<file path="src/osc_defs.svh">
`ifndef OSC_DEFS_SVH
`define OSC_DEFS_SVH
// register offsets (word addresses on the plain port)
`define OSC_ADDR_MODE 4'h0
`define OSC_ADDR_CTRL 4'h1
`define OSC_ADDR_STATUS 4'h2
`define OSC_ADDR_SELECT 4'h3
`define OSC_ADDR_IRQ_STAT 4'h4
`define OSC_ADDR_IRQ_MASK 4'h5
// field positions
`define OSC_MODE_SRC_BIT 1
`define OSC_CTRL_STOP_BIT 7
// settling flag count and select width
`define OSC_NUM_FLAGS 5
`define OSC_SEL_W 3
// reset values
`define OSC_SEL_RST 3'h4
`define OSC_DATA_RST 8'h00
// interrupt events: bit0 settle done, bit1 stop while cpu uses it
`define OSC_IRQ_DONE 0
`define OSC_IRQ_BADSTOP 1
`define OSC_NUM_IRQ 2
// settling thresholds as powers of two of oscillator cycles
`define OSC_THR_BASE 11
`endif

</file>
<file path="src/osc_pkg.sv">
package osc_pkg;
    typedef enum logic [1:0] {
        OSC_RUN = 2'b00,
        OSC_STOPPED = 2'b01,
        OSC_START = 2'b11,
        OSC_SETTLE = 2'b10
    } osc_state_t;
endpackage

</file>
<file path="src/osc_cnt_if.sv">
`timescale 1ns/1ps
interface osc_cnt_if;
    logic clear;
    logic count_en;
    logic [4:0] sel;
    logic [4:0] flags;
    logic reached;
    modport ctrl (output clear, output count_en, output sel, input flags, input reached);
    modport cnt (input clear, input count_en, input sel, output flags, output reached);
endinterface

</file>
<file path="src/osc_settle_cnt.sv">
`timescale 1ns/1ps
`include "osc_defs.svh"
module osc_settle_cnt import osc_pkg::*; #(
    parameter int NUM_FLAGS = `OSC_NUM_FLAGS,
    parameter int THR_BASE = `OSC_THR_BASE
) (
    // clock and reset
    input wire logic ref_clk_i,
    input wire logic rst_n_i,
    input wire logic en_i,
    // control from the state machine
    osc_cnt_if.cnt cnt
);
    localparam int CW = THR_BASE + NUM_FLAGS;
    logic [CW-1:0] cnt_q, cnt_d;
    logic [NUM_FLAGS-1:0] flag_q, flag_d;
    logic [NUM_FLAGS-1:0] hit;

    ////////////////////////////////////////////////////////////////
    // one threshold per flag, shortest first
    genvar g;
    generate
        for (g = 0; g < NUM_FLAGS; g++) begin : g_thr
            assign hit[g] = cnt_q >= CW'(1) << (THR_BASE + g);
        end
    endgenerate

    // next values: counter holds once the selected threshold is passed
    always_comb begin
        cnt_d = cnt_q;
        flag_d = flag_q;
        if (cnt.clear) begin
            cnt_d = '0;
            flag_d = '0;
        end else if (cnt.count_en && !cnt.reached) begin
            cnt_d = cnt_q + CW'(1);
            flag_d = flag_q | (hit & cnt.sel);
        end
    end

    always_ff @(posedge ref_clk_i) begin
        if (!rst_n_i) begin
            cnt_q <= '0;
            flag_q <= '0;
        end else if (en_i) begin
            cnt_q <= cnt_d;
            flag_q <= flag_d;
        end
    end

    assign cnt.flags = flag_q;
    // reached when the longest selected flag is set
    assign cnt.reached = ((flag_q & cnt.sel) == cnt.sel);
endmodule

</file>
<file path="src/osc_regs.sv">
`timescale 1ns/1ps
`include "osc_defs.svh"
module osc_regs import osc_pkg::*; #(
    parameter int NIRQ = `OSC_NUM_IRQ
) (
    // clock and reset
    input wire logic ref_clk_i,
    input wire logic rst_n_i,
    input wire logic en_i,
    // event inputs and read strobe for the status
    input wire logic [NIRQ-1:0] evt_i,
    input wire logic stat_rd_i,
    input wire logic mask_wr_i,
    input wire logic [NIRQ-1:0] mask_wdata_i,
    // state out
    output logic [NIRQ-1:0] stat_o,
    output logic [NIRQ-1:0] mask_o,
    output logic irq_o
);
    logic [NIRQ-1:0] stat_q, stat_d, mask_q, mask_d;

    // read clears, but a new event in the same cycle wins
    always_comb begin
        stat_d = (stat_rd_i ? '0 : stat_q) | evt_i;
        mask_d = mask_wr_i ? mask_wdata_i : mask_q;
    end

    always_ff @(posedge ref_clk_i) begin
        if (!rst_n_i) begin
            stat_q <= '0;
            mask_q <= '0;
        end else if (en_i) begin
            stat_q <= stat_d;
            mask_q <= mask_d;
        end
    end

    assign stat_o = stat_q;
    assign mask_o = mask_q;
    assign irq_o = |(stat_q & mask_q);
endmodule

</file>
<file path="src/osc_ctrl.sv">
// Local design decisions: the address map and the plain strobed port.
`timescale 1ns/1ps
`include "osc_defs.svh"
module osc_ctrl import osc_pkg::*; #(
    parameter int NUM_FLAGS = `OSC_NUM_FLAGS,
    parameter int THR_BASE = `OSC_THR_BASE
) (
    // clock, reset, enable
    input wire logic ref_clk_i,
    input wire logic rst_n_i,
    input wire logic clk_en_i,
    // register port
    input wire logic [3:0] addr_i,
    input wire logic [7:0] wdata_i,
    input wire logic wr_i,
    input wire logic rd_i,
    output logic [7:0] rdata_o,
    // system events
    input wire logic stop_req_i,
    input wire logic stop_release_i,
    input wire logic osc_running_i,
    input wire logic rc_osc_opt_i,
    // status and control out
    output logic highspeed_osc_stop_o,
    output logic osc_stopped_o,
    output logic settle_done_o,
    output logic irq_o
);
    localparam int NIRQ = `OSC_NUM_IRQ;

    ////////////////////////////////////////////////////////////////
    // pin synchronisers: first stage read only by the second
    // stop and release come from the power controller, not from this clock
    logic [3:0] sync1_q, sync2_q;
    logic stop_req_s, release_s, running_s, rc_opt_s;
    always_ff @(posedge ref_clk_i) begin
        if (!rst_n_i) begin
            sync1_q <= 4'h0;
            sync2_q <= 4'h0;
        end else if (clk_en_i) begin
            sync1_q <= {stop_req_i, stop_release_i, osc_running_i, rc_osc_opt_i};
            sync2_q <= sync1_q;
        end
    end
    assign {stop_req_s, release_s, running_s, rc_opt_s} = sync2_q;

    ////////////////////////////////////////////////////////////////
    // software registers
    logic cpu_clk_source_status_q, cpu_clk_source_status_d;
    logic highspeed_osc_stop_q, highspeed_osc_stop_d;
    logic [`OSC_SEL_W-1:0] settle_time_select_q, settle_time_select_d;
    logic [7:0] rdata_q, rdata_d;
    logic [NIRQ-1:0] irq_stat, irq_mask, evt;

    // decode used by both read and write paths
    function automatic logic hit(input logic [3:0] a, input logic [3:0] off);
        hit = (a == off);
    endfunction

    // select code to flag mask: code n keeps flags 0..n
    function automatic logic [NUM_FLAGS-1:0] sel_mask(input logic [`OSC_SEL_W-1:0] s);
        sel_mask = '0;
        for (int i = 0; i < NUM_FLAGS; i++) begin
            if (i <= int'(s)) begin
                sel_mask[i] = 1'b1;
            end
        end
    endfunction

    always_comb begin
        cpu_clk_source_status_d = cpu_clk_source_status_q;
        highspeed_osc_stop_d = highspeed_osc_stop_q;
        settle_time_select_d = settle_time_select_q;
        if (wr_i && hit(addr_i, `OSC_ADDR_MODE)) begin
            cpu_clk_source_status_d = wdata_i[`OSC_MODE_SRC_BIT];
        end
        if (wr_i && hit(addr_i, `OSC_ADDR_CTRL)) begin
            highspeed_osc_stop_d = wdata_i[`OSC_CTRL_STOP_BIT];
        end
        if (wr_i && hit(addr_i, `OSC_ADDR_SELECT)) begin
            settle_time_select_d = wdata_i[`OSC_SEL_W-1:0];
        end
    end

    ////////////////////////////////////////////////////////////////
    // stop / start state machine
    osc_state_t state_q, state_d;
    osc_cnt_if cif();
    logic [NUM_FLAGS-1:0] flags;

    always_comb begin
        state_d = state_q;
        cif.clear = 1'b0;
        cif.count_en = 1'b0;
        case (state_q)
            OSC_RUN: begin
                // stop_req must fall before release, or this re-enters stop at once
                if (stop_req_s) begin
                    cif.clear = 1'b1;
                    state_d = OSC_STOPPED;
                end
            end
            OSC_STOPPED: begin
                cif.clear = 1'b1;
                if (release_s) begin
                    state_d = OSC_START;
                end
            end
            OSC_START: begin
                if (running_s) begin
                    state_d = OSC_SETTLE;
                end
            end
            OSC_SETTLE: begin
                cif.count_en = 1'b1;
                // a new stop mid-settle drops the partial count, no credit kept
                if (stop_req_s) begin
                    cif.clear = 1'b1;
                    state_d = OSC_STOPPED;
                end else if (cif.reached || rc_opt_s) begin
                    state_d = OSC_RUN;
                end
            end
            default: begin
                state_d = OSC_RUN;
            end
        endcase
    end

    always_ff @(posedge ref_clk_i) begin
        if (!rst_n_i) begin
            state_q <= OSC_RUN;
            cpu_clk_source_status_q <= 1'b0;
            highspeed_osc_stop_q <= 1'b0;
            settle_time_select_q <= `OSC_SEL_RST;
            rdata_q <= `OSC_DATA_RST;
        end else if (clk_en_i) begin
            state_q <= state_d;
            cpu_clk_source_status_q <= cpu_clk_source_status_d;
            highspeed_osc_stop_q <= highspeed_osc_stop_d;
            settle_time_select_q <= settle_time_select_d;
            rdata_q <= rdata_d;
        end
    end

    assign cif.sel = sel_mask(settle_time_select_q);

    osc_settle_cnt #(
        .NUM_FLAGS(NUM_FLAGS),
        .THR_BASE(THR_BASE)
    ) u_cnt (
        .ref_clk_i(ref_clk_i),
        .rst_n_i(rst_n_i),
        .en_i(clk_en_i),
        .cnt(cif.cnt)
    );
    assign flags = cif.flags;

    ////////////////////////////////////////////////////////////////
    // interrupt events
    logic settling_q, settling_d;
    always_comb begin
        settling_d = (state_q == OSC_SETTLE);
        evt = '0;
        evt[`OSC_IRQ_DONE] = settling_q && (state_q == OSC_RUN);
        // reported, not blocked: keeping the source bit clear is software's duty
        evt[`OSC_IRQ_BADSTOP] = wr_i && hit(addr_i, `OSC_ADDR_CTRL)
            && wdata_i[`OSC_CTRL_STOP_BIT] && cpu_clk_source_status_q;
    end
    always_ff @(posedge ref_clk_i) begin
        if (!rst_n_i) begin
            settling_q <= 1'b0;
        end else if (clk_en_i) begin
            settling_q <= settling_d;
        end
    end

    osc_regs #(
        .NIRQ(NIRQ)
    ) u_regs (
        .ref_clk_i(ref_clk_i),
        .rst_n_i(rst_n_i),
        .en_i(clk_en_i),
        .evt_i(evt),
        .stat_rd_i(rd_i && hit(addr_i, `OSC_ADDR_IRQ_STAT)),
        .mask_wr_i(wr_i && hit(addr_i, `OSC_ADDR_IRQ_MASK)),
        .mask_wdata_i(wdata_i[NIRQ-1:0]),
        .stat_o(irq_stat),
        .mask_o(irq_mask),
        .irq_o(irq_o)
    );

    ////////////////////////////////////////////////////////////////
    // read path, data one cycle after the strobe, zero otherwise
    always_comb begin
        rdata_d = `OSC_DATA_RST;
        if (rd_i) begin
            case (addr_i)
                `OSC_ADDR_MODE: rdata_d[`OSC_MODE_SRC_BIT] = cpu_clk_source_status_q;
                `OSC_ADDR_CTRL: rdata_d[`OSC_CTRL_STOP_BIT] = highspeed_osc_stop_q;
                `OSC_ADDR_STATUS: rdata_d[NUM_FLAGS-1:0] = flags;
                `OSC_ADDR_SELECT: rdata_d[`OSC_SEL_W-1:0] = settle_time_select_q;
                `OSC_ADDR_IRQ_STAT: rdata_d[NIRQ-1:0] = irq_stat;
                `OSC_ADDR_IRQ_MASK: rdata_d[NIRQ-1:0] = irq_mask;
                default: rdata_d = `OSC_DATA_RST;
            endcase
        end
    end

    assign rdata_o = rdata_q;
    assign highspeed_osc_stop_o = highspeed_osc_stop_q;
    assign osc_stopped_o = (state_q == OSC_STOPPED) || (state_q == OSC_START);
    // rc option skips the wait
    // forced even while stopped: nothing to wait for with the rc oscillator
    assign settle_done_o = (state_q == OSC_RUN) || rc_opt_s;
endmodule

</file>
<file path="config.mk">
export PLATFORM = sky130hd
export DESIGN_NAME = osc_ctrl
export DESIGN_NICKNAME = d
export VERILOG_FILES = /design/src/osc_pkg.sv /design/src/osc_cnt_if.sv /design/src/osc_settle_cnt.sv /design/src/osc_regs.sv /design/src/osc_ctrl.sv
export VERILOG_INCLUDE_DIRS = /design/src /design/src/src
export SDC_FILE = /design/constraint.sdc
export NUM_CORES = 1
export LEC_CHECK = 0
export BUFFER_PORTS_ARGS = -buffer_cell sky130_fd_sc_hd__buf_2
export CORE_ASPECT_RATIO = 1.1
export CORE_MARGIN = 2
export CORE_UTILIZATION = 49
export DETAILED_ROUTE_END_ITERATION = 12
export PLACE_DENSITY = 0.7
export SYNTH_ARGS = -nofsm -noshare
export SYNTH_HDL_FRONTEND = slang
export SYNTH_SLANG_ARGS = --single-unit
</file>
<file path="constraint.sdc">
create_clock -name ref_clk_i -period 1.9 [get_ports ref_clk_i]
set_input_delay 0.19 -clock ref_clk_i [delete_from_list [all_inputs] [get_ports ref_clk_i]]
set_output_delay 0.19 -clock ref_clk_i [all_outputs]
set_load 0.005 [all_outputs]
</file>
### Word-level counts from Yosys, hierarchy flattened

Index checks and enable logic that the tools add are counted.

| word-level totals | value |
|---|---|
| output and inout bits | 12 |
| bits in writable memories | 0 |
| memory bits (read-only) | 0 |
| memories kept | 0 |
| latch bits | 0 |
| register bits | 49 |

| cells by class | value |
|---|---|
| add/subtract/negate cells | 1 |
| $lt $le $gt $ge | 9 |
| divide/modulo/power cells | 0 |
| eq/ne operators | 13 |
| $mul | 0 |
| bitwise operators | 5 |
| reduce and logical (&&, ||, !) cells | 24 |
| muxes and demuxes | 24 |
| shifts and indexed selects | 0 |

Operators with widths:

| cell | number |
|---|---|
| $mux W16 | 2 |
| $add A16 B1 Y16 const B | 1 |
| $ge A16 B12 Y1 const B | 1 |
| $ge A16 B13 Y1 const B | 1 |
| $ge A16 B14 Y1 const B | 1 |
| $ge A16 B15 Y1 const B | 1 |
| $ge A16 B16 Y1 const B | 1 |
| $mux W2 | 7 |
| $and A5 B5 Y5 | 2 |
| $mux W5 | 2 |
| $reduce_and A2 Y1 | 5 |
| $logic_and A1 B1 Y1 | 9 |
| $eq A4 B2 Y1 const B | 2 |
| $eq A4 B3 Y1 const B | 2 |
| $mux W8 | 1 |
| $pmux W2 S4 | 1 |
| $mux W1 | 7 |
| $le A2 B3 Y1 const A | 2 |
| $ne A2 B2 Y1 const B | 3 |
| $eq A5 B5 Y1 | 1 |
| $or A5 B5 Y5 | 1 |
| $pmux W1 S5 | 1 |
| $reduce_and A5 Y1 | 1 |
| $eq A2 B2 Y1 const B | 2 |
| other kinds (15) | 19 |

### Logic depth before layout (Yosys ltp)

Gate-level depths: netlist of the first run.

| logic depth | value |
|---|---|
| word-level depth | 8 |
| mapped depth | 6 |

### By module

A second synthesis of the first run with hierarchy kept.

| unflattened totals | value |
|---|---|
| cells, all modules | 274 |
| area, all modules | 2386.0 um^2 |

By module, submodules not included:

| module | times used | area an instance (um^2) | seq. area each (um^2) | cells an instance |
|---|---|---|---|---|
| osc_ctrl | 1 | 1101.1 | 440.4 | 126 |
| osc_settle_cnt | 1 | 1098.6 | 420.4 | 128 |
| osc_regs | 1 | 186.4 | 80.1 | 20 |

### Least setup slack after synthesis of the first run

OpenSTA, ideal clock, no wires.

| path | value |
|---|---|
| path kind | register -> register |
| start | reg settle_time_select_q[2] |
| end | reg u_cnt.cnt_q[12] |
| clock period less this slack | 1620 ps |
| data arrival time | 1549 ps |
| path buffers | 0 |
| stages on the path, launching flop included | 6 |
| setup time | 71 ps |
| path slack | 280 ps |
| cells stage by stage | dfxtp_1 > or3_4 > o311ai_2 > a211o_1 > or3_1 > a21oi_1 |

| on the way | value |
|---|---|
| longest elaborated chain between the ends | 8 |
| elaborated cells between the ends (all ways) | 14 |
| those cells by class | order compare (4); eq/ne (1); mux (4); bitwise (1); reduce/logical (4) |

RTL lines:

| item | line | text |
|---|---|---|
| from (decl) | osc_ctrl.sv:51 | `` logic [`OSC_SEL_W-1:0] settle_time_select_q, settle_time_select_d; `` |
| from (signal assigned) | osc_ctrl.sv:135 | `` settle_time_select_q <= `OSC_SEL_RST; `` |
| from (signal assigned) | osc_ctrl.sv:141 | `settle_time_select_q <= settle_time_select_d;` |
| $le A1 B3 Y1 (tied with other cells) | osc_ctrl.sv:64 | `if (i <= int'(s)) begin` |
| $mux W1 | osc_ctrl.sv:64 |  |
| $and A5 B5 Y5 | osc_settle_cnt.sv:53 | `assign cnt.reached = ((flag_q & cnt.sel) == cnt.sel);` |
| $eq A5 B5 Y1 (*) | osc_settle_cnt.sv:53 |  |
| $logic_not A1 Y1 (*) | osc_settle_cnt.sv:35 | `end else if (cnt.count_en && !cnt.reached) begin` |
| $logic_and A1 B1 Y1 (*) | osc_settle_cnt.sv:35 |  |
| $reduce_bool A2 Y1 (no source line) (*) | n/a |  |
| $reduce_and A2 Y1 (no source line) (*) | n/a |  |
| to (signal assigned) | osc_settle_cnt.sv:46 | `cnt_q <= cnt_d;` |
| to (decl) | osc_settle_cnt.sv:15 | `logic [CW-1:0] cnt_q, cnt_d;` |

Every way passes the cells marked *; elsewhere a longest branch is shown, timed or not.
A chain may end at the register's enable or synchronous reset.

### Final worst setup path of the first run

| path | value |
|---|---|
| start | reg u_cnt.cnt_q[4] |
| end | reg u_cnt.cnt_q[10] |

| on the way | value |
|---|---|
| longest elaborated chain between the ends | 3 |

RTL lines:

| item | line | text |
|---|---|---|
| $add A16 B1 Y16 | osc_settle_cnt.sv:36 | `cnt_d = cnt_q + CW'(1);` |
| $mux W16 | osc_settle_cnt.sv:35 |  |
| $mux W16 | osc_settle_cnt.sv:32 | `if (cnt.clear) begin` |

No other way between the ends. The select of a mux whose other input is x is not followed.

==> results of run 1 <==
==> Yosys cell counts, drive strengths merged, types with 2 or more instances <==
| master | n |
|---|---|
| nand2 | 13 |
| dfxtp | 47 |
| xnor2 | 11 |
| a211oi | 3 |
| a21oi | 12 |
| nor2 | 18 |
| clkbuf | 9 |
| inv | 9 |
| ha | 2 |
| o21ai | 12 |
| a21boi | 5 |
| mux2i | 19 |
| nor2b | 24 |
| nand3 | 16 |
| a2111oi | 8 |
| or3 | 4 |
| buf | 8 |
| a32oi | 2 |
| nand2b | 4 |
| nand4 | 2 |
| nor3 | 2 |
| and4 | 4 |
==> routing by layer <==
metal  track usage  share of wire
met1         0.253           0.49
met2         0.299           0.47
met3        0.0394          0.028
met4        0.0462          0.010
met5             0              0
==> worst register-to-register path: cells and delay by family, from the launching register on <==
| kind | cells | cell delay, ns |
|---|---|---|
| flip-flops | 1 | 0.41 |
| AO/OA/AOI/OAI | 1 | 0.60 |
| XOR/XNOR | 1 | 0.18 |
| AND/OR/NAND/NOR | 3 | 0.49 |
==> metrics by stage <==
| stage | worst slack (ns) | instances |
|---|---|---|
| after floorplan | 0.280 | 257 |
| after CTS | 0.0804 | 346 |
| after global routing | 0.0296 | 346 |
| after detailed placement | 0.0957 | 338 |
| after global placement | 0.129 | 338 |
| final | 0.112 | 346 |
==> cell type report <==
class,count,area [sq um]
well taps,56,70.1
inverters,9,33.8
repair buffers,42,250
flip-flops and latches,47,942
clock buffers,6,82.6
multi-input cells,184,1330
clock inverters,2,35.0
fillers,417,1910
==> how the worst min path moves through the flow <==
stage	end	slack (ns)	depth (start not counted)
2_1_floorplan	settle_time_select_q[2]$_SDFFE_PN1P_	0.32	2
3_3_place_gp	settle_time_select_q[2]$_SDFFE_PN1P_	0.41	3
3_5_place_dp	settle_time_select_q[2]$_SDFFE_PN1P_	0.42	3
4_1_cts	settle_time_select_q[2]$_SDFFE_PN1P_	0.11	3
5_1_grt	sync1_q[0]$_SDFFE_PN0P_	0.15	3
6_report	settle_time_select_q[2]$_SDFFE_PN1P_	0.12	3
==> state kept, by name, summed over array words and instances (netlist names) <==
name	flops
state_q	2
sync2_q	4
settle_time_select_q	3
u_cnt.cnt_q	16
u_regs.mask_o	2
rdata_o	6
sync1_q	4
u_cnt.cnt.flags	5
settling_q	1
cpu_clk_source_status_q	1
u_regs.stat_o	2
highspeed_osc_stop_o	1
==> kinds of logic (layout without fill, tap and decap cells) <==
family / after synthesis / after routing / synth area share
AND/OR/NAND/NOR: 95 / 95 / 0.223
other: 1 / 2 / 0.00158
buffers and inverters: 26 / 59 / 0.0491
AO/OA/AOI/OAI: 54 / 54 / 0.193
flip-flops: 47 / 47 / 0.397
XOR/XNOR: 12 / 12 / 0.0444
adder cells (fa/ha/maj): 2 / 2 / 0.0106
multiplexers: 19 / 19 / 0.0803
==> timing repair <==
| action | 4_1_cts | 5_1_grt |
|---|---|---|
| endpoints found under the setup margin | 0 | 4 |
| endpoints found under the hold margin | 0 | 0 |
| resized for setup | 0 | 3 |
==> power breakdown <==
group | switching [W] | leakage (nW) | internal (W) | total (W)
Clock | 0.000330 | 0.0612 | 0.000426 | 0.000756
Sequential | 0.00000803 | 0.380 | 0.000996 | 0.00100
Combinational | 0.0000662 | 0.512 | 0.0000519 | 0.000118
==> flow_summary.yaml, run 1 <==
logic_synthesis:
  netlist_instances: 256
  synth.top_cell.area_share: 0.397
  ys_warn_count: 0
  ys_top_cells_by_area: "dfxtp_1 (40%), mux2i_1 (8.0%), nor2b_1 (6.3%), a2111oi_4 (4.6%), xnor2_1 (4.1%)"
  synth_cell_types: 53
  synthArstFlopShare: 0
  synth_top_area_cell: "dfxtp_1"
  syn_area_per_cell_sq_um: 9.25
  seq_area_frac_synth: 0.397
  synth_ff_type: "dfxtp_1"
  synth_seq_cells: 47
  synth_edf_count: 0
  netlist_area_sq_mm: 0.00237
cells_and_area:
  final_cell_mix: "dfxtp_1 (46), buf_2 (26), nor2b_1 (24)"
  synthToLayoutAreaGrowth_pct: 16.0
  final_util: 0.590
  n_antenna_cell: 0
  finalNetCount: 312
  layout-drive-gt1-share: 0.224
  postLayoutCellArea_sq_mm: 0.00275
  final_common_cell: "dfxtp_1"
sta:
  fin_setup_tns_ns: 0
  slew_headroom: 0.575
  rsz0062_at_grt: "no"
  skew_ns: 0.0113
  worst_pin_slew_ns: 0.622
  final-hold-violation-count: 0
  max_freq_mhz: 559
  slew_violations: 0
  fin_crit_ns: 1.79
  setup_viol: 0
  timing.final.crit_share: 0.941
  fin_hold_ws_ns: 0.122
global_routing:
  grt_pass1_wl_um: 8380
  overflow: 0
  track_usage: 0.186
  antenna_found_initial: 0
  grt_start_max_net_pins: 29
  first_global_vias: 1813
setup_path:
  crit_cells: 5
  end_kind: "flop"
  rr_startpoint: "u_cnt.cnt_q[4]$_SDFFE_PN0P_"
  setup.worst_path.end: "u_cnt.cnt_q[10]$_SDFFE_PN0P_"
  rrSetupSlack_ns: 0.11
  cpLargestDelayFamily: "compound AO/OA/AOI/OAI gates"
  reg2reg_to: "u_cnt.cnt_q[10]$_SDFFE_PN0P_"
  cp-startpoint: "u_cnt.cnt_q[4]$_SDFFE_PN0P_"
  cpMaxStageDelayCell: "a2111oi_0"
  startpoint_type: "flop"
  critPathArrivalTime_ns: 1.99
  path_cells: "and4_1, nand2_2, a2111oi_0, xnor2_1, nor2_1"
  cp.buffers_inverters: 0
  required_ns: 2.10
  crit_path_max_fanout: 6
  r2r_cells: 5
  cp_slowest_stage_delay_ns: 0.60
  crit_type: "reg2reg"
run:
  cap_violations: 0
die:
  initial_core_util: 0.509
  ios: 33
  coreArea_sq_mm: 0.00465
  dieHeight_um: 76.9
  die_x_um: 70.3
  rows: 26
  die_area_sq_mm: 0.00541
worst_hold_path:
  holdCritStartpoint: "wdata_i[2]"
  hp-class: "in2reg"
power:
  vdd_drop_max_uv: 503
  power.density_mw_per_mm2: 684
  p_leak_nw: 0.953
  p_total_w: 0.00188
detailed_routing:
  avgRoutedWirePerCell_um: 13.8
  antenna_left: 0
  wl_um: 4790
  firstDrtPassIters: 4
  drt_iter0_markers: 64
  vias: 1893
  viasPerCell: 5.47
  drc: 0
clock_network:
  cts_htree_levels: 2
  clk_path_buf_depth: 2
  tritoncts: "built"
  clockRootBuffer: "clkbuf_8"
  clkLatencyLatePin_ns: 0.30
  ctsHoldBuffers: 0
  numCtsBuffers: 5
  cts_sinks: 47
  path_clk_slew_ns: 0.09
  cts_setup_buffers: 0
placed_design:
  postPlaceCellArea_sq_mm: 0.00262
  io_buffers: 26
  gp_congestion: 0.828
  dp.final_hpwl_um: 3350
run_status:
  run_status: "completed"
(Power assumes the default switching activity.)
==> run 2, diff against run 1 <==
PLACE_DENSITY = not set   (was 0.7)
PLACE_DENSITY_LB_ADDON = 0.2   (was not set)
==> run 2 against run 1 <==
Critical path depth grew 1. Combinational power grew 3%. Largest cell class unchanged. Register-to-register slack is essentially flat. Cell count grew 1.7%. Fmax grew 0.73%.
==> flow_summary.yaml, run 2 (same netlist as run 1, synthesis figures left out) <==
run_status:
  run_status: "completed"
die:
  initial_core_util: 0.509
  ios: 33
  dieHeight_um: 76.9
  rows: 26
  die_x_um: 70.3
  die_area_sq_mm: 0.00541
  coreArea_sq_mm: 0.00465
sta:
  fin_setup_tns_ns: 0
  setup_viol: 0
  skew_ns: 0.0128
  fin_crit_ns: 1.77
  fin_ws_ns: 0.125
  slew_violations: 0
  slew_headroom: 0.580
  max_freq_mhz: 563
  final-hold-violation-count: 0
  worst_pin_slew_ns: 0.622
  timing.final.crit_share: 0.934
placed_design:
  postPlaceCellArea_sq_mm: 0.00266
  post-place-cells: 344
  gp_congestion: 0.777
  post-place-ws_ns: 0.0119
  dp.final_hpwl_um: 3420
  io_buffers: 26
setup_path:
  crit_type: "reg2reg"
  crit_path_max_fanout: 10
  startpoint_type: "flop"
  critPathArrivalTime_ns: 2.02
  required_ns: 2.15
  end_kind: "flop"
worst_hold_path:
  hp-class: "in2reg"
power:
  comb_power_share: 0.065
  vdd_drop_max_uv: 506
  p_sw_frac: 0.232
  pwr-share-seq: 0.533
  power.density_mw_per_mm2: 673
  p_leak_nw: 0.981
  clockPowerShare: 0.403
  p_int_w: 0.00145
  p_switching_w: 0.000437
global_routing:
  first_global_vias: 1795
  overflow: 0
  grt_pass1_wl_um: 8160
  antenna_found_initial: 0
  grt_start_max_net_pins: 29
  track_usage: 0.187
cells_and_area:
  synthToLayoutAreaGrowth_pct: 18.2
  finalNetCount: 318
  final_util: 0.602
  postLayoutCellArea_sq_mm: 0.00280
  final_common_cell: "dfxtp_1"
  fin_cells: 352
  final_cell_mix: "dfxtp_1 (46), buf_2 (26), nor2b_1 (23)"
  layout-drive-gt1-share: 0.243
  largest_reg_flops: 16
  top_register: "u_cnt.cnt_q"
  n_antenna_cell: 0
detailed_routing:
  viasPerCell: 5.45
  antenna_left: 0
  wl_met3_um: 168
  drc: 0
  wl_um: 4790
  avgRoutedWirePerCell_um: 13.6
  drt_iter0_markers: 134
  dr_wl_met2_um: 2210
  vias: 1920
  wl_met1_um: 2300
  firstDrtPassIters: 4
  dr.max_layer_used: "met4"
clock_network:
  tritoncts: "built"
  clkLatencyLatePin_ns: 0.31
  numCtsBuffers: 5
  path_clk_slew_ns: 0.09
  clockRootBuffer: "clkbuf_8"
  ctsHoldBuffers: 0
  clk_path_buf_depth: 2
  cts_htree_levels: 2
  cts_sinks: 47
run:
  cap_violations: 0
-- run 2: stage by stage --
stage | hold slack, ns | total power [W]
2_1_floorplan | 0.318 | 0.00110
3_3_place_gp | 0.405 | 0.00115
3_5_place_dp | 0.423 | 0.00115
4_1_cts | 0.0867 | 0.00192
5_1_grt | 0.103 | 0.00196
6_report | 0.0987 | 0.00188
-- run 2: final timing paths --
path                                   startpoint                                    to  slack (ns)  depth (start not counted)
max reg2reg  settle_time_select_q[2]$_SDFFE_PN1P_           u_cnt.cnt_q[8]$_SDFFE_PN0P_        0.13                          6
max          settle_time_select_q[2]$_SDFFE_PN1P_           u_cnt.cnt_q[8]$_SDFFE_PN0P_        0.13                          6
min reg2reg               rdata_o[0]$_SDFFE_PN0P_               rdata_o[0]$_SDFFE_PN0P_        0.48                          2
min                                    wdata_i[2]  settle_time_select_q[2]$_SDFFE_PN1P_         0.1                          3
-- run 2: final cells by class --
cell class              count  area [sq um]
fillers                   427          1850
multi-input cells         184          1340
flip-flops and latches     47           942
repair buffers             48           295
well taps                  56          70.1
clock buffers               5          68.8
clock inverters             3          46.3
inverters                   9          33.8
-- run 2: power groups by stage --
| stage | Clock (W) | Combinational (W) | Sequential (W) |
|---|---|---|---|
| final | 0.000759 | 0.000122 | 0.00100 |
| after floorplan | 0 | 0.0000801 | 0.00102 |
| after detailed placement | 0 | 0.000121 | 0.00103 |
| after global routing | 0.000815 | 0.000135 | 0.00101 |
| after global placement | 0 | 0.000120 | 0.00103 |
| after CTS | 0.000790 | 0.000122 | 0.00100 |
-- run 2: routing by layer --
metal | up-vias | global-route usage
li1 | 980 | -
met1 | 897 | 0.239
met2 | 32 | 0.302
met3 | 11 | 0.0394
met4 | 0 | 0.0846
met5 | - | 0
-- run 2: worst max-delay path, stage by stage, from the launching register on --
cell	delay, ns
dfxtp_1	0.43
buf_4	0.18
o31ai_2	0.07
buf_4	0.18
a211o_4	0.37
or3_1	0.35
a21oi_1	0.14
-- run 2: what timing repair did --
action | CTS | global route
endpoints found under the setup margin | 0 | 12
gates resized for setup | 0 | 5
setup buffers | 0 | 0
==> run 3, diff against run 2 <==
SETUP_SLACK_MARGIN = 0.5   (was not set)
==> run 3 against run 2 <==
Combinational power about the same. Fmax up 9.3%. Via count up 0.78%. Flip-flop and latch count unchanged. Core utilization up 2.5 points. Critical path type unchanged. Highest routed layer unchanged. Largest cell class unchanged.
==> flow_summary.yaml, run 3 (same netlist as run 1, synthesis figures left out) <==
run_status:
  run_status: "completed"
clock_network:
  clk_path_buf_depth: 2
  ctsHoldBuffers: 0
  clkLatencyLatePin_ns: 0.30
  path_clk_slew_ns: 0.09
  clockRootBuffer: "clkbuf_8"
  cts_sinks: 47
  cts_htree_levels: 2
  numCtsBuffers: 5
  tritoncts: "built"
detailed_routing:
  avgRoutedWirePerCell_um: 14.8
  firstDrtPassIters: 4
  wl_um: 5130
  vias: 1935
  drt_iter0_markers: 78
  viasPerCell: 5.58
  antenna_left: 0
  drc: 0
die:
  ios: 33
  dieHeight_um: 76.9
  die_area_sq_mm: 0.00541
  coreArea_sq_mm: 0.00465
  die_x_um: 70.3
  initial_core_util: 0.509
  rows: 26
setup_path:
  path_cells: "or3_4, o311ai_4, a211o_1, buf_6, xor2_1, nor2_1"
  critPathArrivalTime_ns: 1.81
  end_kind: "flop"
  cp-startpoint: "settle_time_select_q[2]$_SDFFE_PN1P_"
  cpLargestDelayFamily: "simple AND/OR/NAND/NOR gates"
  crit_path_max_fanout: 6
  cpMaxStageDelayCell: "or3_4"
  crit_type: "reg2reg"
  rr_startpoint: "settle_time_select_q[2]$_SDFFE_PN1P_"
  cp_slowest_stage_delay_ns: 0.38
  cp.buffers_inverters: 1
  required_ns: 2.08
  rrSetupSlack_ns: 0.28
  startpoint_type: "flop"
sta:
  max_freq_mhz: 616
  fin_setup_tns_ns: 0
  skew_ns: 0.0123
  slew_headroom: 0.666
  worst_pin_slew_ns: 0.496
  slew_violations: 0
  setup_viol: 0
  final-hold-violation-count: 0
  rsz0062_at_grt: "yes"
  timing.final.crit_share: 0.855
  fin_crit_ns: 1.62
cells_and_area:
  synthToLayoutAreaGrowth_pct: 23.0
  n_antenna_cell: 0
  finalNetCount: 313
  final_cell_mix: "dfxtp_1 (36), buf_2 (26), nor2b_1 (22)"
  largest_reg_flops: 16
  layout-drive-gt1-share: 0.306
  final_util: 0.626
  top_register: "u_cnt.cnt_q"
  final_common_cell: "dfxtp_1"
  fin_cells: 347
power:
  pwr-share-seq: 0.554
  comb_power_share: 0.069
  p_leak_nw: 0.977
  power.density_mw_per_mm2: 619
  vdd_drop_max_uv: 461
  p_sw_frac: 0.232
  p_switching_w: 0.000420
  clockPowerShare: 0.377
  p_int_w: 0.00139
run:
  cap_violations: 0
global_routing:
  grt_pass1_wl_um: 8340
  track_usage: 0.191
  overflow: 0
  grt_start_max_net_pins: 29
  first_global_vias: 1827
  antenna_found_initial: 0
placed_design:
  post-place-cells: 331
  dp.final_hpwl_um: 3500
  gp_congestion: 0.777
  io_buffers: 26
worst_hold_path:
  hp-class: "in2reg"
  holdCritStartpoint: "wdata_i[2]"
-- run 3: metal layers --
layer	up-vias	routed length (um)	track usage
li1	968	-	-
met1	925	2360	0.229
met2	30	2480	0.330
met3	12	157	0.0447
met4	0	126	0.0712
met5	-	0	0
-- run 3: per-stage QoR --
| step | hold WS [ns] | power [W] | cell area [sq um] | worst slack [ns] |
|---|---|---|---|---|
| 2_1_floorplan | 0.318 | 0.00111 | 2460 | 0.398 |
| 3_3_place_gp | 0.411 | 0.00115 | 2660 | 0.281 |
| 3_5_place_dp | 0.411 | 0.00115 | 2660 | 0.258 |
| 4_1_cts | 0.0968 | 0.00183 | 2850 | 0.278 |
| 5_1_grt | 0.102 | 0.00189 | 2910 | 0.233 |
| 6_report | 0.100 | 0.00180 | 2910 | 0.275 |
-- run 3: layout make-up --
cell class              instances  area [sq um]
well taps                      56          70.1
inverters                       9          33.8
repair buffers                 43           285
fillers                       409          1740
multi-input cells             184          1460
flip-flops and latches         47           962
clock buffers                   6          93.8
clock inverters                 2          13.8
-- run 3: worst reg2reg max path, cell delays in order (launching register included) --
cell      delay (ns)
dfxtp_4         0.37
or3_4           0.39
o311ai_4        0.12
a211o_1         0.30
buf_6           0.13
xor2_1          0.15
nor2_1          0.05
-- run 3: path summary, 6_finish.rpt --
| path | cells after the start | endpoint |
|---|---|---|
| worst max register to register | 6 | u_cnt.cnt_q[2]$_SDFFE_PN0P_ |
| worst max-delay path | 6 | u_cnt.cnt_q[2]$_SDFFE_PN0P_ |
| worst min-delay path | 3 | settle_time_select_q[2]$_SDFFE_PN1P_ |
| worst min register to register | 2 | settling_q$_SDFFE_PN0P_ |
-- run 3: power by group through the flow --
stage / clock, W / sequential, W / combinational [W]
6_report: 0.000680 / 0.00100 / 0.000125
2_1_floorplan: 0 / 0.00102 / 0.0000822
3_5_place_dp: 0 / 0.00103 / 0.000121
5_1_grt: 0.000752 / 0.00100 / 0.000138
3_3_place_gp: 0 / 0.00103 / 0.000120
4_1_cts: 0.000706 / 0.00100 / 0.000124
-- run 3: repair_timing --
action / 4_1_cts / 5_1_grt
buffers inserted: 5 / 3
gates resized for setup: 12 / 13
setup endpoints to repair: 22 / 22
pin swaps: 3 / 10
